--- config.mk ---
export PLATFORM = sky130hd
export DESIGN_NAME = shs_slave_table
export DESIGN_NICKNAME = d
export VERILOG_FILES = /design/src/hw/shs_pkg.sv /design/src/hw/shs_slave_table.sv
export SDC_FILE = /design/constraint.sdc
export NUM_CORES = 1
export LEC_CHECK = 0
export BUFFER_PORTS_ARGS = -buffer_cell sky130_fd_sc_hd__buf_2
export CAP_MARGIN = 10
export CORE_ASPECT_RATIO = 0.5
export CORE_UTILIZATION = 55
export CTS_CLUSTER_SIZE = 40
export DETAILED_ROUTE_END_ITERATION = 10
export PLACE_DENSITY = 0.85
export SLEW_MARGIN = 20
export SYNTH_ARGS = -nofsm -noshare
export SYNTH_HDL_FRONTEND = slang
export SYNTH_SLANG_ARGS = --single-unit
--- constraint.sdc ---
create_clock -name sys_clk -period 6.1 [get_ports sys_clk]
set_input_delay 0.305 -clock sys_clk [delete_from_list [all_inputs] [get_ports sys_clk]]
set_output_delay 0.305 -clock sys_clk [all_outputs]
set_load 0.02 [all_outputs]
--- src/hw/shs_pkg.sv ---
package shs_pkg;

   // ---------------------------------------------------------------
   // Clock and polling rates
   // ---------------------------------------------------------------
   localparam int unsigned CLK_HZ        = 25_000_000;
   localparam int unsigned RATE_104_DHZ  = 1040;
   localparam int unsigned RATE_52_DHZ   = 520;
   localparam int unsigned RATE_26_DHZ   = 260;
   localparam int unsigned RATE_12_5_DHZ = 125;
   localparam int unsigned PERIOD_104_CYC  = (CLK_HZ * 10) / RATE_104_DHZ;
   localparam int unsigned PERIOD_52_CYC   = (CLK_HZ * 10) / RATE_52_DHZ;
   localparam int unsigned PERIOD_26_CYC   = (CLK_HZ * 10) / RATE_26_DHZ;
   localparam int unsigned PERIOD_12_5_CYC = (CLK_HZ * 10) / RATE_12_5_DHZ;
   localparam int unsigned TIMER_W         = 22;

   // Rate levels: 0 off, 1 = 12.5 Hz, 2 = 26 Hz, 3 = 52 Hz, 4 = 104 Hz or faster
   localparam logic [2:0] LEVEL_OFF = 3'h0;
   localparam logic [2:0] LEVEL_MAX = 3'h4;

   // ---------------------------------------------------------------
   // Register indices (byte address is four times the index)
   // ---------------------------------------------------------------
   localparam logic [9:0] IDX_FIRST        = 10'h014;
   localparam logic [9:0] IDX_HUB_CONFIG   = 10'h014;
   localparam logic [9:0] IDX_EXT0_ADDR    = 10'h015;
   localparam logic [9:0] IDX_EXT0_REG     = 10'h016;
   localparam logic [9:0] IDX_EXT0_CONFIG  = 10'h017;
   localparam logic [9:0] IDX_EXT1_ADDR    = 10'h018;
   localparam logic [9:0] IDX_EXT1_REG     = 10'h019;
   localparam logic [9:0] IDX_EXT1_CONFIG  = 10'h01a;
   localparam logic [9:0] IDX_EXT2_ADDR    = 10'h01b;
   localparam logic [9:0] IDX_EXT2_REG     = 10'h01c;
   localparam logic [9:0] IDX_EXT2_CONFIG  = 10'h01d;
   localparam logic [9:0] IDX_EXT3_ADDR    = 10'h01e;
   localparam logic [9:0] IDX_EXT3_REG     = 10'h01f;
   localparam logic [9:0] IDX_EXT3_CONFIG  = 10'h020;
   localparam logic [9:0] IDX_LAST         = 10'h020;
   localparam logic [9:0] IDX_HUB_STATUS   = 10'h024;
   localparam int unsigned NUM_REGS        = 13;

   // Offsets inside the register array, per sensor stride of three
   localparam logic [3:0] OFS_ADDR   = 4'h1;
   localparam logic [3:0] OFS_REG    = 4'h2;
   localparam logic [3:0] OFS_CONFIG = 4'h3;
   localparam logic [3:0] SENSOR_STRIDE = 4'h3;

   // Field positions
   localparam int unsigned POS_SENSOR_COUNT = 0;
   localparam int unsigned POS_TARGET_ADDR  = 1;
   localparam int unsigned POS_READ_BIT     = 0;
   localparam int unsigned POS_READ_COUNT   = 0;
   localparam int unsigned POS_QUEUE_EN     = 3;
   localparam int unsigned POS_POLL_RATE    = 6;

   localparam logic [7:0]  REG_RESET = 8'h00;

   // ---------------------------------------------------------------
   // Types
   // ---------------------------------------------------------------
   typedef enum logic [1:0] {
      ST_IDLE   = 2'b00,
      ST_SELECT = 2'b01,
      ST_WAIT   = 2'b10,
      ST_NEXT   = 2'b11
   } shs_state_t;

   typedef struct packed {
      logic [1:0] sensor;
      logic [6:0] targetAddr;
      logic [7:0] targetReg;
      logic       write;
      logic [7:0] writeData;
      logic [2:0] readCount;
      logic       queueEnable;
   } shs_txn_t;

   typedef struct packed {
      logic [11:0] paddr;
      logic        psel;
      logic        penable;
      logic        pwrite;
      logic [31:0] pwdata;
   } shs_apb_req_t;

   typedef struct packed {
      logic [31:0] prdata;
      logic        pready;
      logic        pslverr;
   } shs_apb_rsp_t;

endpackage

--- src/hw/shs_slave_table.sv ---
//
// Overview of operation
// - Poll-rate code picks 104/52/26/12.5 Hz, reset 00
// - Faster of accel and gyro output rates overrides hub rate if slower
// - Sensor one uses 8-bit target register
// - Sensor one read count, reset 000
// - Sensor one queue enable, reset low
// - Sensor two 7-bit target address
// - Sensor two read only when enabled
// - Sensor two target register address
// - Sensor two read count, reset 000
// - Sensor two queue enable, reset low
// - Sensor three address and read enable
// - Sensor three target register address
// - Sensor three read count, reset 000
// - Sensor three queue enable, reset low
// - Sensor four address and read enable
// - Sensor four target register, read enabled only
// - Sensor one direction: 0 write, 1 read
// - Sensor count field: one to four sensors
// - Sensor one 7-bit target address
// - Sensor four read count, reset 000
//
module shs_slave_table #(
   parameter int unsigned PERIOD_104  = shs_pkg::PERIOD_104_CYC,
   parameter int unsigned PERIOD_52   = shs_pkg::PERIOD_52_CYC,
   parameter int unsigned PERIOD_26   = shs_pkg::PERIOD_26_CYC,
   parameter int unsigned PERIOD_12_5 = shs_pkg::PERIOD_12_5_CYC
) (
   // Clock and reset
   input  wire logic                   sys_clk,
   input  wire logic                   rst_n,
   // APB slave
   input  wire shs_pkg::shs_apb_req_t  apbReq,
   output shs_pkg::shs_apb_rsp_t       apbRsp,
   // Sensor output rate levels
   input  wire logic [2:0]             accelRateLevel,
   input  wire logic [2:0]             gyroRateLevel,
   // Write data byte for sensor one
   input  wire logic [7:0]             extWriteData,
   // Transaction request to I2C engine
   output logic                        txnValid,
   output shs_pkg::shs_txn_t           txn,
   input  wire logic                   txnDone,
   // Status
   output logic                        hubBusy,
   output logic                        pollTick
);

   // ---------------------------------------------------------------
   // State
   // ---------------------------------------------------------------
   typedef struct packed {
      logic [shs_pkg::NUM_REGS-1:0][7:0] regs;
      shs_pkg::shs_apb_rsp_t             rsp;
      shs_pkg::shs_state_t               fsm;
      logic [1:0]                        sensor;
      logic [shs_pkg::TIMER_W-1:0]       timer;
      logic                              tick;
      logic                              txnValid;
      shs_pkg::shs_txn_t                 txn;
      logic                              busy;
   } shs_state_reg_t;

   shs_state_reg_t s_q;
   shs_state_reg_t s_d;

   // ---------------------------------------------------------------
   // Functions
   // ---------------------------------------------------------------
   function automatic logic [3:0] sensorBase(input logic [1:0] idx);
      sensorBase = 4'(idx * shs_pkg::SENSOR_STRIDE);
   endfunction

   function automatic logic [2:0] clampLevel(input logic [2:0] lvl);
      clampLevel = (lvl > shs_pkg::LEVEL_MAX) ? shs_pkg::LEVEL_MAX : lvl;
   endfunction

   function automatic logic [shs_pkg::TIMER_W-1:0] periodOf(input logic [2:0] lvl);
      if (lvl == 3'h4) begin
         periodOf = shs_pkg::TIMER_W'(PERIOD_104);
      end else if (lvl == 3'h3) begin
         periodOf = shs_pkg::TIMER_W'(PERIOD_52);
      end else if (lvl == 3'h2) begin
         periodOf = shs_pkg::TIMER_W'(PERIOD_26);
      end else begin
         periodOf = shs_pkg::TIMER_W'(PERIOD_12_5);
      end
   endfunction

   // ---------------------------------------------------------------
   // Field extraction
   // ---------------------------------------------------------------
   function automatic logic readBitOf(input logic [7:0] addrByte);
      readBitOf = addrByte[shs_pkg::POS_READ_BIT];
   endfunction

   function automatic logic [6:0] targetAddrOf(input logic [7:0] addrByte);
      targetAddrOf = addrByte[shs_pkg::POS_TARGET_ADDR +: 7];
   endfunction

   function automatic logic [2:0] readCountOf(input logic [7:0] cfgByte);
      readCountOf = cfgByte[shs_pkg::POS_READ_COUNT +: 3];
   endfunction

   function automatic logic queueOf(input logic [7:0] cfgByte);
      queueOf = cfgByte[shs_pkg::POS_QUEUE_EN];
   endfunction

   function automatic logic [2:0] maxLevel(input logic [2:0] a, input logic [2:0] b);
      maxLevel = (a > b) ? a : b;
   endfunction

   function automatic logic [2:0] minLevel(input logic [2:0] a, input logic [2:0] b);
      minLevel = (a < b) ? a : b;
   endfunction

   function automatic logic isMapped(input logic [9:0] idx);
      isMapped = (idx >= shs_pkg::IDX_FIRST && idx <= shs_pkg::IDX_LAST) ||
                 (idx == shs_pkg::IDX_HUB_STATUS);
   endfunction

   function automatic logic [31:0] statusWord(input shs_state_reg_t s, input logic [2:0] lvl);
      statusWord = {24'h00_0000, s.busy, s.sensor, lvl, s.fsm};
   endfunction

   function automatic shs_pkg::shs_txn_t buildTxn(input logic [1:0] idx,
                                                  input logic [7:0] addrByte,
                                                  input logic [7:0] regByte,
                                                  input logic [7:0] cfgByte,
                                                  input logic [7:0] wrData,
                                                  input logic       isWrite);
      buildTxn             = '0;
      buildTxn.sensor      = idx;
      buildTxn.targetAddr  = targetAddrOf(addrByte);
      buildTxn.targetReg   = regByte;
      buildTxn.write       = isWrite;
      buildTxn.writeData   = wrData;
      buildTxn.readCount   = isWrite ? 3'h0 :
                             readCountOf(cfgByte);
      buildTxn.queueEnable = !isWrite && queueOf(cfgByte);
   endfunction

   // ---------------------------------------------------------------
   // Rate selection
   // ---------------------------------------------------------------
   logic [1:0] pollRate;
   logic [2:0] hubLevel;
   logic [2:0] sensorLevel;
   logic [2:0] effLevel;

   always_comb begin
      pollRate    = s_q.regs[shs_pkg::OFS_CONFIG][shs_pkg::POS_POLL_RATE +: 2];
      hubLevel    = 3'(shs_pkg::LEVEL_MAX - {1'b0, pollRate});
      sensorLevel = maxLevel(clampLevel(accelRateLevel), clampLevel(gyroRateLevel));
      effLevel    = minLevel(sensorLevel, hubLevel);
   end

   // ---------------------------------------------------------------
   // Per-sensor view of the table
   // ---------------------------------------------------------------
   wire logic [7:0] tabAddr [4];
   wire logic [7:0] tabReg  [4];
   wire logic [7:0] tabCfg  [4];
   wire logic       readOn  [4];

   for (genvar g = 0; g < 4; g++) begin : gSensor
      assign tabAddr[g] = s_q.regs[sensorBase(2'(g)) + shs_pkg::OFS_ADDR];
      assign tabReg[g]  = s_q.regs[sensorBase(2'(g)) + shs_pkg::OFS_REG];
      assign tabCfg[g]  = s_q.regs[sensorBase(2'(g)) + shs_pkg::OFS_CONFIG];
      // Reads need the read bit and a nonzero count
      assign readOn[g]  = readBitOf(tabAddr[g]) &&
                          (readCountOf(tabCfg[g]) != 3'h0);
   end

   // ---------------------------------------------------------------
   // Current sensor
   // ---------------------------------------------------------------
   logic [1:0] sensorCount;
   logic [7:0] curAddrByte;
   logic [7:0] curRegByte;
   logic [7:0] curCfgByte;
   logic       curWrite;
   logic       curEnable;

   always_comb begin
      sensorCount = s_q.regs[0][shs_pkg::POS_SENSOR_COUNT +: 2];
      curAddrByte = tabAddr[s_q.sensor];
      curRegByte  = tabReg[s_q.sensor];
      curCfgByte  = tabCfg[s_q.sensor];
      // Sensor one writes when its direction bit is low
      curWrite    = (s_q.sensor == 2'h0) && !readBitOf(curAddrByte);
      curEnable   = curWrite || readOn[s_q.sensor];
   end

   // ---------------------------------------------------------------
   // Address decode
   // ---------------------------------------------------------------
   logic [9:0] apbIdx;
   logic [3:0] arrIdx;
   logic       apbMapped;
   logic       apbAccess;
   logic       apbFirst;
   logic       apbCommit;

   always_comb begin
      apbIdx    = apbReq.paddr[11:2];
      arrIdx    = 4'(apbIdx - shs_pkg::IDX_FIRST);
      apbMapped = isMapped(apbIdx);
      apbAccess = apbReq.psel && apbReq.penable;
      // First access edge answers, the ready edge commits
      apbFirst  = apbAccess && !s_q.rsp.pready;
      apbCommit = apbAccess && s_q.rsp.pready && apbReq.pwrite && apbMapped &&
                  (apbIdx != shs_pkg::IDX_HUB_STATUS);
   end

   // ---------------------------------------------------------------
   // Next state
   // ---------------------------------------------------------------
   always_comb begin
      s_d = s_q;

      // APB: one wait state, write and read data at the ready edge
      s_d.rsp.pready  = apbFirst;
      s_d.rsp.pslverr = apbFirst && !apbMapped;
      if (apbFirst) begin
         if (!apbMapped || apbReq.pwrite) begin
            s_d.rsp.prdata = 32'h0000_0000;
         end else if (apbIdx == shs_pkg::IDX_HUB_STATUS) begin
            s_d.rsp.prdata = statusWord(s_q, effLevel);
         end else begin
            s_d.rsp.prdata = {24'h00_0000, s_q.regs[arrIdx]};
         end
      end
      if (apbCommit) begin
         s_d.regs[arrIdx] = apbReq.pwdata[7:0];
      end

      // Poll timer paced by the effective rate
      s_d.tick = 1'b0;
      if (effLevel == shs_pkg::LEVEL_OFF) begin
         s_d.timer = periodOf(effLevel);
      end else if (s_q.timer == '0) begin
         s_d.timer = periodOf(effLevel) - 1'b1;
         s_d.tick  = 1'b1;
      end else if (s_q.timer >= periodOf(effLevel)) begin
         s_d.timer = periodOf(effLevel) - 1'b1;
      end else begin
         s_d.timer = s_q.timer - 1'b1;
      end

      // Hub cycle sequencer
      case (s_q.fsm)
         shs_pkg::ST_IDLE: begin
            s_d.busy = 1'b0;
            if (s_q.tick) begin
               s_d.sensor = 2'h0;
               s_d.busy   = 1'b1;
               s_d.fsm    = shs_pkg::ST_SELECT;
            end
         end
         shs_pkg::ST_SELECT: begin
            if (curEnable) begin
               s_d.txn      = buildTxn(s_q.sensor, curAddrByte, curRegByte, curCfgByte,
                                       extWriteData, curWrite);
               s_d.txnValid = 1'b1;
               s_d.fsm      = shs_pkg::ST_WAIT;
            end else begin
               s_d.fsm = shs_pkg::ST_NEXT;
            end
         end
         shs_pkg::ST_WAIT: begin
            if (txnDone) begin
               s_d.txnValid = 1'b0;
               s_d.fsm      = shs_pkg::ST_NEXT;
            end
         end
         shs_pkg::ST_NEXT: begin
            if (s_q.sensor == sensorCount) begin
               s_d.fsm = shs_pkg::ST_IDLE;
            end else begin
               s_d.sensor = s_q.sensor + 2'h1;
               s_d.fsm    = shs_pkg::ST_SELECT;
            end
         end
         default: begin
            s_d.fsm = shs_pkg::ST_IDLE;
         end
      endcase
   end

   // ---------------------------------------------------------------
   // Registers
   // ---------------------------------------------------------------
   always_ff @(posedge sys_clk) begin
      if (!rst_n) begin
         s_q          <= '0;
         s_q.regs     <= {shs_pkg::NUM_REGS{shs_pkg::REG_RESET}};
         s_q.rsp      <= '0;
         s_q.fsm      <= shs_pkg::ST_IDLE;
         s_q.sensor   <= 2'h0;
         s_q.timer    <= shs_pkg::TIMER_W'(PERIOD_12_5);
         s_q.tick     <= 1'b0;
         s_q.txnValid <= 1'b0;
         s_q.txn      <= '0;
         s_q.busy     <= 1'b0;
      end else begin
         s_q <= s_d;
      end
   end

   // ---------------------------------------------------------------
   // Outputs
   // ---------------------------------------------------------------
   assign apbRsp   = s_q.rsp;
   assign txnValid = s_q.txnValid;
   assign txn      = s_q.txn;
   assign hubBusy  = s_q.busy;
   assign pollTick = s_q.tick;

endmodule

==> reports/qor.yml <==
detailed_routing:
  firstDrtPassIters: 6
  wl_cell_um: 19.3
  num_vias: 7797
  routed_via_density: 6.13
  drtIter0Drc: 832
  final_routed_drc_violation_total: 0
  ant_nets: 0
  totalWireLength_mm: 24.5
pwr:
  power.total_w: 0.00296
  p_leak_nw: 4.50
  worst_ir_drop_vdd_mv: 0.192
  power_density_nw_per_um2: 282
floorplanning:
  start_util_pct: 57.9
  io-pin-count: 131
  die_h_um: 96.0
  dieWidth_um: 190
  rows: 33
  placeableCoreArea_um2: 16800
  full_die_area_um2: 18200
final_layout:
  fillCellCount: 1275
  layout-area-overhead-vs-synth_pct: 7.81
  drive_gt1_share_pct: 16.4
  layout_commonest_cell: "dfxtp_1"
  finalCoreUtilization_pct: 62.4
  num-nets-final: 1131
  antennaDiodeCount: 0
  mostFrequentLayoutCells: "173 x dfxtp_1, 108 x nand2_1, 102 x mux2i_1, 100 x nor2b_1, 79 x buf_2"
timing:
  pin_slew_with_the_least_headroom_to_its_limit_ns: 1.04
  final.min_clock_period_ns: 5.51
  clock-skew-final_ns: 0.0170
  max_clock_freq_mhz: 181
  setup_viol: 0
  maxSlewViolCount: 0
  fin_crit_share_pct: 90.4
  final.setup.tns_ns: 0
  max_slew_margin_pct: 30.6
  report.final.hold_viol_count: 0
  rsz0062_at_grt: "no"
logic_synthesis:
  ys_types: 66
  mappedNetlistArea_um2: 9720
  avgSynthCellArea_um2: 9.54
  synth_cells: 1019
  synth.ff_latch_count: 173
  synth_top_area_share_pct: 35.6
  synthTopCellsByArea: "dfxtp_1 36%, mux2i_1 10%, mux4_2 9.3%"
  synth_async_sr_flop_share_pct: 0
  synth-main-ff-cell: "dfxtp_1"
  synth_warnings: 0
  yosysSeqAreaShare_pct: 35.6
  synth-edff-count: 0
  synthDominantAreaCellType: "dfxtp_1"
global_routing:
  number_of_antenna_violations_at_the_first_check_in_global_routing: 2
  first_global_vias: 7394
  grt_overflow: 0
  grt_start_max_net_pins: 149
  first_pass_grt_wire_length_mm: 38.1
  grtUsageTotal_pct: 27.2
setup_path:
  crit_end_category: "flip-flop"
  r2r-end: "s_q[46]$_SDFF_PN0_"
  timing.critical_path.required_ns: 6.38
  critical_path.reg2reg.startpoint: "pollRate[0]$_SDFFE_PN0P_"
  critical_path_arrival_ns: 5.79
  startpoint: "accelRateLevel[2]"
  r2r.worst_path.cells: 19
  worstSetupEndpoint: "s_q[46]$_SDFF_PN0_"
  timing.critical_path.from_type: "input pin"
  ff2ff_setup_slack_ns: 1.06
  critical_path_fanout_max: 19
  critical_path_class: "input pin to flip-flop"
placed_design:
  buffer_ports.inserted: 80
  place.gp.congestion: 0.909
  post_dp_hpwl_mm: 16.1
clock_network:
  cts_tree: "built"
  post_cts.repair.setup_buffers: 0
  insertion_delay_ns: 0.44
  cts.repair.resized: 0
  clock_path_buffers: 2
  number_of_sinks_driven_by_the_clock_tree: 173
  clkTransAtPathRegs_ns: 0.07
  ctsHoldBuffers: 0
  cts_buffers: 17
  cts_h_tree_lvls: 4
  cell_at_the_root_of_the_clock_tree: "clkbuf_16"
flow_run:
  timing.max_cap.violations: 0
run_status:
  status: "finished clean"
min_path:
  type_of_the_worst_min_delay_path: "input pin to flip-flop"
[metrics by stage]
stage	hold WS [ns]	area, um2	cells	setup WS (ns)
after floorplan	0.414	9810	1042	1.28
after global placement	0.436	9870	1239	0.606
after detailed placement	0.444	9870	1239	0.398
after CTS	0.0773	10500	1271	0.764
after global routing	0.0814	10500	1271	0.200
final	0.0825	10500	1271	0.587
[metal layers]
| metal | vias up | wire (um) | GRT usage [%] |
|---|---|---|---|
| met5 | - | 0 | 0 |
| met4 | 0 | 1060 | 14.8 |
| met3 | 91 | 2180 | 6.12 |
| met2 | 404 | 11500 | 45.6 |
| met1 | 3782 | 9800 | 33.0 |
| li1 | 3520 | - | - |
[flip-flops by register name (all words and copies together), names as in the netlist]
signal,cells
apbRsp,10
hubBusy,1
pollRate,2
pollTick,1
s_q,128
txn,30
txnValid,1
[power by group]
part | switching, W | internal [W]
Clock | 0.000539 | 0.000568
Combinational | 0.000373 | 0.000243
Sequential | 0.0000549 | 0.00118
[layout make-up]
cell class | instances | area, um2 | area share, %
Clock buffer | 18 | 439 | 4.19
Clock inverter | 14 | 169 | 1.61
Inverter | 29 | 109 | 1.04
Multi-Input combinational cell | 719 | 5530 | 52.8
Sequential cell | 173 | 3460 | 33.0
Tap cell | 227 | 284 | 2.71
Timing Repair Buffer | 91 | 489 | 4.67
[how the worst min path moves through the flow]
stage	cells past startpoint	slack (ns)	start	end
after global placement	2	0.44	apbRsp[7]$_SDFFE_PN0P_	apbRsp[7]$_SDFFE_PN0P_
after CTS	2	0.08	txnDone	txnValid$_SDFFE_PN0P_
after detailed placement	2	0.44	apbRsp[7]$_SDFFE_PN0P_	apbRsp[7]$_SDFFE_PN0P_
final	2	0.08	txnDone	txnValid$_SDFFE_PN0P_
after floorplan	1	0.41	txnDone	txnValid$_SDFFE_PN0P_
after global routing	2	0.08	txnDone	txnValid$_SDFFE_PN0P_
[worst max-delay path: stages]
cell	delay, ns
buf_2	0.13
nand2b_1	0.14
inv_1	0.05
ha_1	0.29
and3b_1	0.20
o21ai_0	0.48
mux2i_1	0.20
ha_1	0.26
a21oi_1	0.26
a21boi_0	0.38
nor2_1	0.12
a31oi_1	0.35
nand4b_1	0.29
inv_1	0.15
ha_1	0.23
nand2b_1	0.15
a2111o_1	0.41
a21oi_1	0.17
o21ai_1	0.11
a311oi_4	0.48
buf_4	0.32
nor3b_1	0.24
nor3_1	0.08
[cells in the mapped netlist, types with 11 or more instances]
| master | count |
|---|---|
| nor2_1 | 28 |
| nor2b_1 | 100 |
| mux2i_1 | 102 |
| nand2b_1 | 11 |
| inv_1 | 28 |
| nand2_1 | 108 |
| o21ai_0 | 27 |
| xnor2_1 | 15 |
| dfxtp_1 | 173 |
| a211oi_1 | 12 |
| a21boi_0 | 47 |
| ha_1 | 36 |
| clkbuf_1 | 44 |
| mux4_2 | 40 |
| buf_4 | 64 |
| a21oi_1 | 28 |
| nand3_1 | 32 |
[cell families (layout without fill, tap and decap cells)]
kind of cell             after synthesis  after routing  share of synthesized area [%]
flip-flops                           173            173                           35.6
AO/OA/AOI/OAI                        165            165                           11.9
AND/OR/NAND/NOR                      330            330                           17.7
adder cells (fa/ha/maj)               36             36                           4.63
buffers and inverters                150            152                           8.44
XOR/XNOR                              21             21                           1.89
other                                  1             24                         0.0386
multiplexers                         143            143                           19.9
No activity file was read; power rests on OpenSTA's default activity.
